File: config.mk
export PLATFORM = sky130hd
export DESIGN_NAME = ptc_timer
export DESIGN_NICKNAME = d
export VERILOG_FILES = /design/src/include/ptc_pkg.sv /design/src/hdl/ptc_timer.sv
export SDC_FILE = /design/constraint.sdc
export NUM_CORES = 1
export LEC_CHECK = 0
export ABC_AREA = 1
export BUFFER_PORTS_ARGS = -buffer_cell sky130_fd_sc_hd__buf_4
export CAP_MARGIN = 5
export CORE_MARGIN = 2
export CORE_UTILIZATION = 61
export DETAILED_ROUTE_END_ITERATION = 6
export GPL_TIMING_DRIVEN = 1
export PLACE_DENSITY_LB_ADDON = 0.3
export SLEW_MARGIN = 20
export SYNTH_ARGS = -nofsm -noshare
export SYNTH_HDL_FRONTEND = slang
export SYNTH_SLANG_ARGS = --single-unit
File: constraint.sdc
create_clock -name clk_sys -period 5.6 [get_ports clk_sys]
set_clock_uncertainty 0.2 [all_clocks]
set_input_delay 0.56 -clock clk_sys [delete_from_list [all_inputs] [get_ports clk_sys]]
set_output_delay 0.56 -clock clk_sys [all_outputs]
set_load 0.01 [all_outputs]
File: src/include/ptc_pkg.sv
// Constants for the periodic timer with capture input and single pulse trigger.
// Assumes an AXI4-Lite register bus with 32-bit data and byte addresses.
package ptc_pkg;
  // ****************************************************************
  // Widths
  // ****************************************************************
  localparam int CNT_W  = 10;                  // Counter and compare width.
  localparam int ADDR_W = 8;                   // Register byte address width.
  // ****************************************************************
  // Register byte offsets
  // ****************************************************************
  localparam logic [7:0] OFF_CTRL   = 8'h00;   // timer_control_reg_one.
  localparam logic [7:0] OFF_INSRC  = 8'h04;   // input_source_select_reg.
  localparam logic [7:0] OFF_PERIOD = 8'h08;   // period_compare_value.
  localparam logic [7:0] OFF_COMPARE_CAPTURE_A   = 8'h0c;   // compare_capture_a.
  localparam logic [7:0] OFF_CAPTURE_REG_B   = 8'h10;   // capture_reg_b, read only.
  localparam logic [7:0] OFF_STAT   = 8'h14;   // Event flags, write one to clear.
  localparam logic [7:0] OFF_COUNT  = 8'h18;   // Live counter, read only.
  // ****************************************************************
  // Control field positions
  // ****************************************************************
  localparam int B_RUN    = 0;                 // counter_run_bit.
  localparam int B_MODE   = 1;                 // mode_select_lo, hi at +1.
  localparam int B_CAPSRC = 3;                 // capture_source_select.
  localparam int B_EDGE   = 4;                 // edge_select_lo, hi at +1.
  localparam int B_CLR    = 6;                 // clear_condition_lo, hi at +1.
  localparam int B_CCLR   = 8;                 // clear_on_a_select.
  localparam int B_OC     = 9;                 // output_initial_level.
  localparam int B_POL    = 10;                // output_polarity.
  localparam int CTRL_W   = 11;                // Stored control width.
  localparam int B_INSRC  = 6;                 // Input source field, two bits.
  localparam int B_F_CAP  = 0;                 // Capture event flag.
  localparam int B_F_PER  = 1;                 // Period match flag.
  localparam int B_F_CMPA = 2;                 // Compare A match flag.
  // ****************************************************************
  // Encodings and reset values
  // ****************************************************************
  localparam logic [1:0] MODE_CMP  = 2'h0;     // Compare match output.
  localparam logic [1:0] MODE_CAP  = 2'h1;     // Capture input.
  localparam logic [1:0] MODE_PWM  = 2'h2;     // PWM or single pulse.
  localparam logic [1:0] EDGE_RISE = 2'h0;     // Capture on rising edge.
  localparam logic [1:0] EDGE_FALL = 2'h1;     // Capture on falling edge.
  localparam logic [1:0] EDGE_BOTH = 2'h2;     // Capture on both edges.
  localparam logic [1:0] EDGE_NONE = 2'h3;     // No capture; single pulse code.
  localparam logic [1:0] CLR_PER   = 2'h0;     // Period match only.
  localparam logic [1:0] CLR_RISE  = 2'h1;     // Also rising capture edge.
  localparam logic [1:0] CLR_FALL  = 2'h2;     // Also falling capture edge.
  localparam logic [1:0] CLR_ANY   = 2'h3;     // Also either capture edge.
  localparam logic [1:0] SRC_PIN   = 2'h0;     // External capture pin.
  localparam logic [CNT_W-1:0] CNT_MAX = 10'h3ff; // Full count.
  localparam logic [1:0] RESP_OKAY = 2'h0;     // AXI OKAY.
  localparam logic [1:0] RESP_SLV  = 2'h2;     // AXI SLVERR.
endpackage

File: src/hdl/ptc_timer.sv
// Periodic timer unit: 10-bit counter, capture input mode, single pulse trigger.
// Assumes one 50 MHz clock, an AXI4-Lite master, and async capture and clock pins.
`timescale 1ns/1ns
// Notes on behaviour
// Mode bits 01 select capture mode.
// Source bit picks capture pin or clock pin.
// Instance 0 field routes pin or comparator.
// Edge select; both bits high: no capture.
// Run rising starts counter; runs until falling.
// Capture copies count into A or B, interrupts.
// Destination depends on edge and clear settings.
// Edge and clear settings act independently.
// Period match resets counter to zero.
// Period match in capture mode interrupts.
// Period zero runs to full count.
// Clear field 00: period match only.
// Clear field 01: rising edge also clears.
// Clear field 10: falling edge also clears.
// Clear field 11: either edge also clears.
// Source holds capture pulses two clocks minimum.
// Timer clock must not exceed 50 MHz.
// Capture mode drives no output; bits ignored.
// Instances 1, 2: pin only, always A.
// Single pulse: clock pin edge sets run.
// Software keeps edge bits 11 in single pulse.
// Pulse starts by pin or software; no period.
// Single pulse: compare A match clears run.
// Counter and period are ten bits.
// Edges found by comparing sampled levels.
module ptc_timer
  import ptc_pkg::*;
#(
  parameter int INST = 0                     // Timer instance number, 0 to 2.
)(
  input  wire logic              clk_sys,
  input  wire logic              rstn,
  input  wire logic              ce,
  input  wire logic              capPin,
  input  wire logic              tckPin,
  input  wire logic              internalCap,
  output logic                   timerOut,
  output logic                   timerIrq,
  input  wire logic [ADDR_W-1:0] s_axi_awaddr,
  input  wire logic              s_axi_awvalid,
  output logic                   s_axi_awready,
  input  wire logic [31:0]       s_axi_wdata,
  input  wire logic [3:0]        s_axi_wstrb,
  input  wire logic              s_axi_wvalid,
  output logic                   s_axi_wready,
  output logic [1:0]             s_axi_bresp,
  output logic                   s_axi_bvalid,
  input  wire logic              s_axi_bready,
  input  wire logic [ADDR_W-1:0] s_axi_araddr,
  input  wire logic              s_axi_arvalid,
  output logic                   s_axi_arready,
  output logic [31:0]            s_axi_rdata,
  output logic [1:0]             s_axi_rresp,
  output logic                   s_axi_rvalid,
  input  wire logic              s_axi_rready
);
  // ****************************************************************
  // Declarations
  // ****************************************************************
  logic [1:0]        rstSync_ff;             // Reset release synchroniser.
  logic              rstnSys;                // Synchronised reset.
  logic [1:0]        capSync_ff;             // Capture pin synchroniser.
  logic [1:0]        tckSync_ff;             // Clock pin synchroniser.
  logic              capPrev_ff;             // Previous capture level.
  logic              tckPrev_ff;             // Previous clock pin level.
  logic [CTRL_W-1:1] ctrl_ff;                // Control fields above run.
  logic              run_ff;                 // counter_run_bit.
  logic              runPrev_ff;             // Run bit one cycle ago.
  logic [1:0]        inSrc_ff;               // Input source field.
  logic [CNT_W-1:0]  period_ff;              // period_compare_value.
  logic [CNT_W-1:0]  compare_capture_a_ff;                // compare_capture_a.
  logic [CNT_W-1:0]  capture_reg_b_ff;                // capture_reg_b.
  logic [CNT_W-1:0]  count_ff;               // Counter.
  logic [2:0]        flags_ff;               // Sticky event flags.
  logic [ADDR_W-1:0] awAddr_ff;              // Held write address.
  logic [31:0]       wData_ff;               // Held write data.
  logic [3:0]        wStrb_ff;               // Held write strobes.
  logic              doWrite;                // Register write this cycle.
  logic [31:0]       wMask;                  // Byte strobes spread to bits.
  logic [31:0]       wVal;                   // Masked write data.
  logic [31:0]       nxt_rdata;              // Read multiplexer.
  logic              nxt_rerr;               // Unmapped read.
  logic [1:0]        mode;                   // Mode select field.
  logic [1:0]        edgeSel;                // Edge select field.
  logic [1:0]        clrSel;                 // Clear condition field.
  logic              capMode;                // Capture input mode.
  logic              spMode;                 // Single pulse mode.
  logic              capSig;                 // Selected capture signal.
  logic              capRise;                // Rising capture edge.
  logic              capFall;                // Falling capture edge.
  logic              tckRise;                // Clock pin active edge.
  logic              capTrig;                // Qualifying capture edge.
  logic              capToB;                 // Capture lands in B.
  logic              edgeClr;                // Capture edge clears counter.
  logic              perHit;                 // Period compare match.
  logic              cmpAHit;                // Compare A match, single pulse.
  logic              runRise;                // Run bit went high.
  logic              swRunSet;               // Software writes run high.
  logic              swRunClr;               // Software writes run low.
  logic [CNT_W-1:0]  nxt_count;              // Next counter value.
  logic [2:0]        events;                 // Flag set terms.

  // ****************************************************************
  // Reset and pin synchronisers
  // ****************************************************************
  // Reset is released through two flip-flops.
  always_ff @(posedge clk_sys or negedge rstn)
  begin
    if (!rstn) rstSync_ff <= 2'h0;
    else       rstSync_ff <= {rstSync_ff[0], 1'b1};
  end
  assign rstnSys = rstSync_ff[1];

  // Pins are sampled twice; only the second stage feeds any logic.
  always_ff @(posedge clk_sys or negedge rstnSys)
  begin
    if (!rstnSys)
    begin
      capSync_ff <= 2'h0;
      tckSync_ff <= 2'h0;
    end
    else if (ce)
    begin
      capSync_ff <= {capSync_ff[0], capPin};
      tckSync_ff <= {tckSync_ff[0], tckPin};
    end
  end

  // ****************************************************************
  // Capture source selection and edge detection
  // ****************************************************************
  assign mode    = ctrl_ff[B_MODE+1:B_MODE];
  assign edgeSel = ctrl_ff[B_EDGE+1:B_EDGE];
  assign clrSel  = ctrl_ff[B_CLR+1:B_CLR];
  assign capMode = (mode == MODE_CAP);
  assign spMode  = (mode == MODE_PWM) && (edgeSel == EDGE_NONE);

  // The comparator signal is on this clock and needs no synchroniser.
  always_comb
  begin
    if (ctrl_ff[B_CAPSRC])
      capSig = tckSync_ff[1];
    else if ((INST == 0) && (inSrc_ff != SRC_PIN))
      capSig = internalCap;
    else
      capSig = capSync_ff[1];
  end

  // Previous levels for edge detection.
  always_ff @(posedge clk_sys or negedge rstnSys)
  begin
    if (!rstnSys)
    begin
      capPrev_ff <= 1'b0;
      tckPrev_ff <= 1'b0;
    end
    else if (ce)
    begin
      capPrev_ff <= capSig;
      tckPrev_ff <= tckSync_ff[1];
    end
  end
  assign capRise = capSig && !capPrev_ff;
  assign capFall = !capSig && capPrev_ff;
  assign tckRise = tckSync_ff[1] && !tckPrev_ff;

  // Edge select gates capture and single pulse; clear field gates clearing and picks register B.
  always_comb
  begin
    case (edgeSel)
      EDGE_RISE: capTrig = capMode && capRise;
      EDGE_FALL: capTrig = capMode && capFall;
      EDGE_BOTH: capTrig = capMode && (capRise || capFall);
      default:   capTrig = 1'b0;
    endcase
  end

  always_comb
  begin
    edgeClr = 1'b0;
    capToB  = 1'b0;
    if (INST == 0)
    begin
      case (clrSel)
        CLR_RISE:
        begin
          edgeClr = capRise;
          capToB  = capFall;
        end
        CLR_FALL:
        begin
          edgeClr = capFall;
          capToB  = capRise;
        end
        CLR_ANY:
        begin
          edgeClr = capRise || capFall;
          capToB  = capFall;
        end
        default:
        begin
          edgeClr = 1'b0;
          capToB  = 1'b0;
        end
      endcase
    end
  end

  // ****************************************************************
  // Counter
  // ****************************************************************
  // Period zero means wrap at the full count.
  // The first cycle of a run still holds a stale count, so no match may fire then.
  assign perHit  = run_ff && !runRise && !spMode &&
                   ((period_ff == '0) ? (count_ff == CNT_MAX) : (count_ff == period_ff));
  assign cmpAHit = run_ff && !runRise && spMode && (count_ff == compare_capture_a_ff);
  assign runRise = run_ff && !runPrev_ff;

  always_comb
  begin
    if (runRise)
      nxt_count = '0;
    else if (!run_ff)
      nxt_count = count_ff;
    else if (perHit || (capMode && edgeClr))
      nxt_count = '0;
    else
      nxt_count = count_ff + 1'b1;
  end

  // Counter and run history.
  always_ff @(posedge clk_sys or negedge rstnSys)
  begin
    if (!rstnSys)
    begin
      count_ff   <= '0;
      runPrev_ff <= 1'b0;
    end
    else if (ce)
    begin
      count_ff   <= nxt_count;
      runPrev_ff <= run_ff;
    end
  end

  // ****************************************************************
  // Register writes
  // ****************************************************************
  assign doWrite = !s_axi_awready && !s_axi_wready && !s_axi_bvalid;
  assign wMask   = {{8{wStrb_ff[3]}}, {8{wStrb_ff[2]}}, {8{wStrb_ff[1]}}, {8{wStrb_ff[0]}}};
  assign wVal    = wData_ff & wMask;
  assign swRunSet = doWrite && (awAddr_ff == OFF_CTRL) && wStrb_ff[0] && wData_ff[B_RUN];
  assign swRunClr = doWrite && (awAddr_ff == OFF_CTRL) && wStrb_ff[0] && !wData_ff[B_RUN];

  // Control, source and period registers.
  always_ff @(posedge clk_sys or negedge rstnSys)
  begin
    if (!rstnSys)
    begin
      ctrl_ff   <= '0;
      inSrc_ff  <= 2'h0;
      period_ff <= '0;
    end
    else if (ce && doWrite)
    begin
      case (awAddr_ff)
        OFF_CTRL:   ctrl_ff   <= (ctrl_ff & ~wMask[CTRL_W-1:1]) | wVal[CTRL_W-1:1];
        OFF_INSRC:  inSrc_ff  <= wStrb_ff[0] ? wData_ff[B_INSRC+1:B_INSRC] : inSrc_ff;
        OFF_PERIOD: period_ff <= (period_ff & ~wMask[CNT_W-1:0]) | wVal[CNT_W-1:0];
        default:    ;
      endcase
    end
  end

  // Run bit: hardware pulse end wins, then pin start, then software.
  always_ff @(posedge clk_sys or negedge rstnSys)
  begin
    if (!rstnSys) run_ff <= 1'b0;
    else if (ce)
    begin
      if (cmpAHit) run_ff <= 1'b0;
      else if (spMode && tckRise) run_ff <= 1'b1;
      else if (swRunSet) run_ff <= 1'b1;
      else if (swRunClr) run_ff <= 1'b0;
    end
  end

  // Capture registers: a capture beats a software write to A.
  always_ff @(posedge clk_sys or negedge rstnSys)
  begin
    if (!rstnSys)
    begin
      compare_capture_a_ff <= '0;
      capture_reg_b_ff <= '0;
    end
    else if (ce)
    begin
      if (capTrig && capToB) capture_reg_b_ff <= count_ff;
      else if (capTrig) compare_capture_a_ff <= count_ff;
      else if (doWrite && (awAddr_ff == OFF_COMPARE_CAPTURE_A))
        compare_capture_a_ff <= (compare_capture_a_ff & ~wMask[CNT_W-1:0]) | wVal[CNT_W-1:0];
    end
  end

  // Sticky flags: a new event wins over a write-one clear.
  assign events = {cmpAHit, perHit, capTrig};
  always_ff @(posedge clk_sys or negedge rstnSys)
  begin
    if (!rstnSys) flags_ff <= 3'h0;
    else if (ce)
    begin
      if (doWrite && (awAddr_ff == OFF_STAT))
        flags_ff <= (flags_ff & ~wVal[2:0]) | events;
      else
        flags_ff <= flags_ff | events;
    end
  end

  // ****************************************************************
  // Timer outputs
  // ****************************************************************
  // Interrupt is high the cycle after each cycle with any event; output is quiet outside single pulse.
  always_ff @(posedge clk_sys or negedge rstnSys)
  begin
    if (!rstnSys)
    begin
      timerIrq <= 1'b0;
      timerOut <= 1'b0;
    end
    else if (ce)
    begin
      timerIrq <= |events;
      timerOut <= spMode && run_ff && !cmpAHit;
    end
  end

  // ****************************************************************
  // AXI4-Lite write channel
  // ****************************************************************
  // Address and data are taken in either order; the write follows both.
  always_ff @(posedge clk_sys or negedge rstnSys)
  begin
    if (!rstnSys)
    begin
      s_axi_awready <= 1'b1;
      s_axi_wready  <= 1'b1;
      s_axi_bvalid  <= 1'b0;
      s_axi_bresp   <= RESP_OKAY;
      awAddr_ff     <= '0;
      wData_ff      <= '0;
      wStrb_ff      <= 4'h0;
    end
    else if (ce)
    begin
      if (s_axi_awvalid && s_axi_awready)
      begin
        awAddr_ff     <= s_axi_awaddr;
        s_axi_awready <= 1'b0;
      end
      if (s_axi_wvalid && s_axi_wready)
      begin
        wData_ff     <= s_axi_wdata;
        wStrb_ff     <= s_axi_wstrb;
        s_axi_wready <= 1'b0;
      end
      if (doWrite)
      begin
        s_axi_bvalid <= 1'b1;
        s_axi_bresp  <= (awAddr_ff <= OFF_COUNT && awAddr_ff[1:0] == 2'h0 &&
                         awAddr_ff != OFF_CAPTURE_REG_B && awAddr_ff != OFF_COUNT) ?
                        RESP_OKAY : RESP_SLV;
      end
      if (s_axi_bvalid && s_axi_bready)
      begin
        s_axi_bvalid  <= 1'b0;
        s_axi_awready <= 1'b1;
        s_axi_wready  <= 1'b1;
      end
    end
  end

  // ****************************************************************
  // AXI4-Lite read channel
  // ****************************************************************
  // Read multiplexer; unused bits read zero, unmapped gives SLVERR.
  always_comb
  begin
    nxt_rdata = 32'h0;
    nxt_rerr  = 1'b0;
    case (s_axi_araddr)
      OFF_CTRL:   nxt_rdata[CTRL_W-1:0] = {ctrl_ff, run_ff};
      OFF_INSRC:  nxt_rdata[B_INSRC+1:B_INSRC] = inSrc_ff;
      OFF_PERIOD: nxt_rdata[CNT_W-1:0] = period_ff;
      OFF_COMPARE_CAPTURE_A:   nxt_rdata[CNT_W-1:0] = compare_capture_a_ff;
      OFF_CAPTURE_REG_B:   nxt_rdata[CNT_W-1:0] = capture_reg_b_ff;
      OFF_STAT:   nxt_rdata[2:0] = flags_ff;
      OFF_COUNT:  nxt_rdata[CNT_W-1:0] = count_ff;
      default:    nxt_rerr = 1'b1;
    endcase
  end

  // One read at a time; data answers one cycle after the address.
  always_ff @(posedge clk_sys or negedge rstnSys)
  begin
    if (!rstnSys)
    begin
      s_axi_arready <= 1'b1;
      s_axi_rvalid  <= 1'b0;
      s_axi_rdata   <= 32'h0;
      s_axi_rresp   <= RESP_OKAY;
    end
    else if (ce)
    begin
      if (s_axi_arvalid && s_axi_arready)
      begin
        s_axi_arready <= 1'b0;
        s_axi_rvalid  <= 1'b1;
        s_axi_rdata   <= nxt_rdata;
        s_axi_rresp   <= nxt_rerr ? RESP_SLV : RESP_OKAY;
      end
      else if (s_axi_rvalid && s_axi_rready)
      begin
        s_axi_rvalid  <= 1'b0;
        s_axi_arready <= 1'b1;
      end
    end
  end

  // ****************************************************************
  // Assertions
  // ****************************************************************
  // A capture may only happen under the raw capture mode encoding.
  mode_decode_a: assert property (@(posedge clk_sys) disable iff (!rstnSys)
    capTrig |-> (mode == 2'h1)) else $error("capture outside capture mode");
  no_capture_a: assert property (@(posedge clk_sys) disable iff (!rstnSys)
    (edgeSel == EDGE_NONE) |-> !capTrig) else $error("capture with edges off");
  run_start_a: assert property (@(posedge clk_sys) disable iff (!rstnSys)
    (ce && runRise) |=> (count_ff == '0)) else $error("counter not zero at start");
  capture_a_a: assert property (@(posedge clk_sys) disable iff (!rstnSys)
    (ce && capTrig && !capToB) |=> (compare_capture_a_ff == $past(count_ff)))
    else $error("capture A missed");
  capture_b_a: assert property (@(posedge clk_sys) disable iff (!rstnSys)
    (ce && capTrig && capToB) |=> (capture_reg_b_ff == $past(count_ff)))
    else $error("capture B missed");
  period_clear_a: assert property (@(posedge clk_sys) disable iff (!rstnSys)
    (ce && perHit && !runRise) |=> (count_ff == '0) && timerIrq)
    else $error("period match not handled");
  full_wrap_a: assert property (@(posedge clk_sys) disable iff (!rstnSys)
    (ce && run_ff && !spMode && period_ff == '0 && count_ff == 10'h3fe && !runRise &&
     !(capMode && edgeClr)) |=> (count_ff == 10'h3ff))
    else $error("zero period stopped early");
  rise_clear_a: assert property (@(posedge clk_sys) disable iff (!rstnSys)
    (ce && run_ff && capMode && clrSel == CLR_RISE && capRise && INST == 0)
    |=> (count_ff == '0)) else $error("rising edge did not clear");
  quiet_out_a: assert property (@(posedge clk_sys) disable iff (!rstnSys)
    capMode [*2] |-> !timerOut) else $error("output driven in capture mode");
  pulse_end_a: assert property (@(posedge clk_sys) disable iff (!rstnSys)
    (ce && cmpAHit) |=> !run_ff ##1 !timerOut) else $error("pulse did not end");
  cap_irq_c: cover property (@(posedge clk_sys) disable iff (!rstnSys)
    capTrig ##1 timerIrq);
  cap_b_c: cover property (@(posedge clk_sys) disable iff (!rstnSys)
    capTrig && capToB);
  pulse_c: cover property (@(posedge clk_sys) disable iff (!rstnSys)
    spMode && tckRise ##[1:100] cmpAHit);
endmodule

==> metrics.yaml <==
timing:
  max_slew_margin_pct: 33.6
  fmax_mhz: 317
  finalCriticalPeriod_ns: 3.15
  tightest_slew_ns: 0.986
  setup_viol: 0
  rsz0062_at_grt: "no"
  fin_hold_ws_ns: 0.123
  report.final.hold_viol_count: 0
  slew_violations: 0
  fin_crit_sh_pct: 56.3
  tns_ns: 0
clock_network:
  cts_buffers: 9
  post-cts-setup-buffer-count: 0
  clk-insertion-delay-late_ns: 0.38
  cts_sinks: 106
  clk_path_buf_depth: 2
  root_buffer: "clkbuf_8"
  cts_tree: "yes"
  clk_pin_slew_ns: 0.11
  htreeDepth: 3
placed_design:
  hpwl_um: 12100
  place_congestion: 0.984
  dp_cells: 918
  io_buffers: 59
  placed_cell_area_mm2: 0.00620
critical_path:
  r2r_end: "capture_reg_b_ff[8]"
  r2r_slack_ns: 2.45
  startpoint: "inSrc_ff[0]"
  cp_data_arrival_time_ns: 3.22
  cp_max_fo: 20
  reg2reg_depth: 14
  reg2reg_from: "inSrc_ff[0]"
  worstSetupEndpointType: "register"
  required_ns: 5.67
  crit_type: "reg -> reg"
  start_kind: "register"
drt:
  drtAntennaViolNets: 0
  post_drt_wl_per_cell_um: 17.3
  dr_total_vias: 5348
  drt_iter0_drc: 356
  drc_errors: 0
  via_per_inst: 5.72
  drt_wl_total_um: 16100
  firstDrtPassIters: 7
final_layout:
  diodes: 0
  final_cell_area_mm2: 0.00640
  seqCellArea_mm2: 0.00266
  fillers: 727
  multi_input_area_mm2: 0.00258
  stdcell_count: 935
  nets: 870
  drive_gt1_share_pct: 13.9
  syn_to_final_growth_pct: 10.6
die:
  die_w_um: 101
  start_util_pct: 62.6
  die_h_um: 101
  coreArea_mm2: 0.00924
  die-area_mm2: 0.0103
  pin_count: 106
  rows: 35
logic_synthesis:
  yosysTopAreaCell: "dfrtp_1"
  netlist_area_mm2: 0.00579
  synthFlopType: "dfrtp_1"
  yosysMostFrequentCell: "nand2_1"
  avgSynthCellArea_um2: 7.71
  yosys.cell_types.count: 44
  ys_ff_latch: 106
  synth_cells: 751
  synthTopCellsByCount: "185 x nand2_1, 103 x dfrtp_1, 92 x inv_1"
  ys_async_sr_fraction_pct: 100
  synth.yosys.seq_area_share_pct: 45.9
  synth_area_leaders: "dfrtp_1 45%, nand2_1 12%, o21ai_0 7.4%"
  ys.warnings.count: 0
  synth_edf_count: 0
  yosys.area.top_type_share_pct: 44.5
grt:
  grt_pass1_vias: 5088
  grt_max_degree: 60
  overflow: 0
  antenna_found_initial: 0
  grt_pass1_wl_um: 25700
  grt_usage_pct: 33.4
power_and_ir_drop:
  powerDensity_mw_per_mm2: 302
  peakVddDrop_v: 0.000304
  p_leak_nw: 3.14
run_status:
  status: "finished clean"
run:
  cap_violations: 0
worst_hold_path:
  hold_class: "reg -> async"
==> what timing repair did <==
| item | CTS | global route |
|---|---|---|
| resized for setup | 0 | 0 |
| hold buffers | 1 | 0 |
| endpoints found under the hold margin | 2 | 0 |
==> how the worst max path moves through the flow <==
stage / depth (start not counted) / to / slack (ns)
after floorplan: 0 / asynchronous set/reset pin / 2.23
after global placement: 13 / capture_reg_b_ff[8] / 2.18
after detailed placement: 13 / capture_reg_b_ff[7] / 2.07
after CTS: 14 / capture_reg_b_ff[8] / 2.16
after global routing: 14 / capture_reg_b_ff[7] / 2.09
final: 14 / capture_reg_b_ff[8] / 2.45
==> through the flow <==
step           total power, mW  utilization [%]  worst slack [ns]
2_1_floorplan             1.33                -              2.23
3_3_place_gp              1.47             67.1              2.18
3_5_place_dp              1.49             67.1              2.07
4_1_cts                   1.94             69.2              2.16
5_1_grt                   2.05             69.2              2.09
6_report                  1.93             69.2              2.45
==> layer usage <==
layer / global-route usage (%) / wire length, µm / up-vias
met2: 54.4 / 7700 / 267
met5: 0 / 0 / -
li1: - / - / 2500
met1: 44.1 / 6790 / 2540
met3: 6.21 / 1170 / 41
met4: 14.1 / 472 / 0
==> cells in the final DEF, fill, tap and decap left out, types with 2 or more instances in the layout <==
master / n
a211oi_1: 6
a21oi_1: 22
buf_4: 60
clkbuf_8: 9
clkinv_2: 2
clkinv_4: 2
conb_1: 24
dfrtp_1: 102
dfstp_2: 3
ha_1: 6
inv_1: 92
inv_2: 2
inv_8: 2
mux2_2: 7
nand2_1: 185
nand2_2: 4
nand3_1: 51
nand3_2: 2
nand4_1: 14
nor2_1: 57
nor2_2: 8
nor3_1: 15
nor3_2: 2
nor4_1: 3
o21a_1: 5
o21ai_0: 85
o221ai_1: 2
o22a_1: 2
o22ai_1: 10
or2_2: 3
xor2_1: 3
==> critical path, stage by stage (launching register included) <==
cell and delay (ns):
dfrtp_1 0.43, nor2_1 0.15, nand2_1 0.07, o211ai_1 0.07
o21ai_0 0.16, ha_1 0.30, inv_1 0.09, a22oi_1 0.08
nand2_1 0.08, nand2_2 0.19, clkinv_2 0.17, nand2_2 0.18
nor2_2 0.60, nand2_1 0.10, o21a_1 0.14
==> report_power, final <==
part	switching (mW)	leakage [nW]	internal [mW]
Combinational	0.282	1.73	0.193
Clock	0.275	0.0903	0.169
Sequential	0.117	1.33	0.899
Total	0.674	3.14	1.26
==> layout make-up <==
| class | instances | area share, % |
|---|---|---|
| Sequential cell | 106 | 41.6 |
| Clock buffer | 10 | 1.99 |
| Clock inverter | 6 | 0.821 |
| Timing Repair Buffer | 61 | 7.20 |
| Multi-Input combinational cell | 528 | 40.3 |
| Inverter | 95 | 5.59 |
| Tap cell | 129 | 2.52 |
==> cells by family after synthesis <==
family,after synthesis,share of synthesized area (%)
and+or+nand+nor,347,26.1
AOI/OAI and AO/OA,140,13.6
buffers and inverters,139,11.0
DFF,106,45.9
muxes,7,1.36
adders and majority gates,6,1.30
xor gates and xnor gates,4,0.606
other,2,0.130
(Power assumes the default switching activity.)
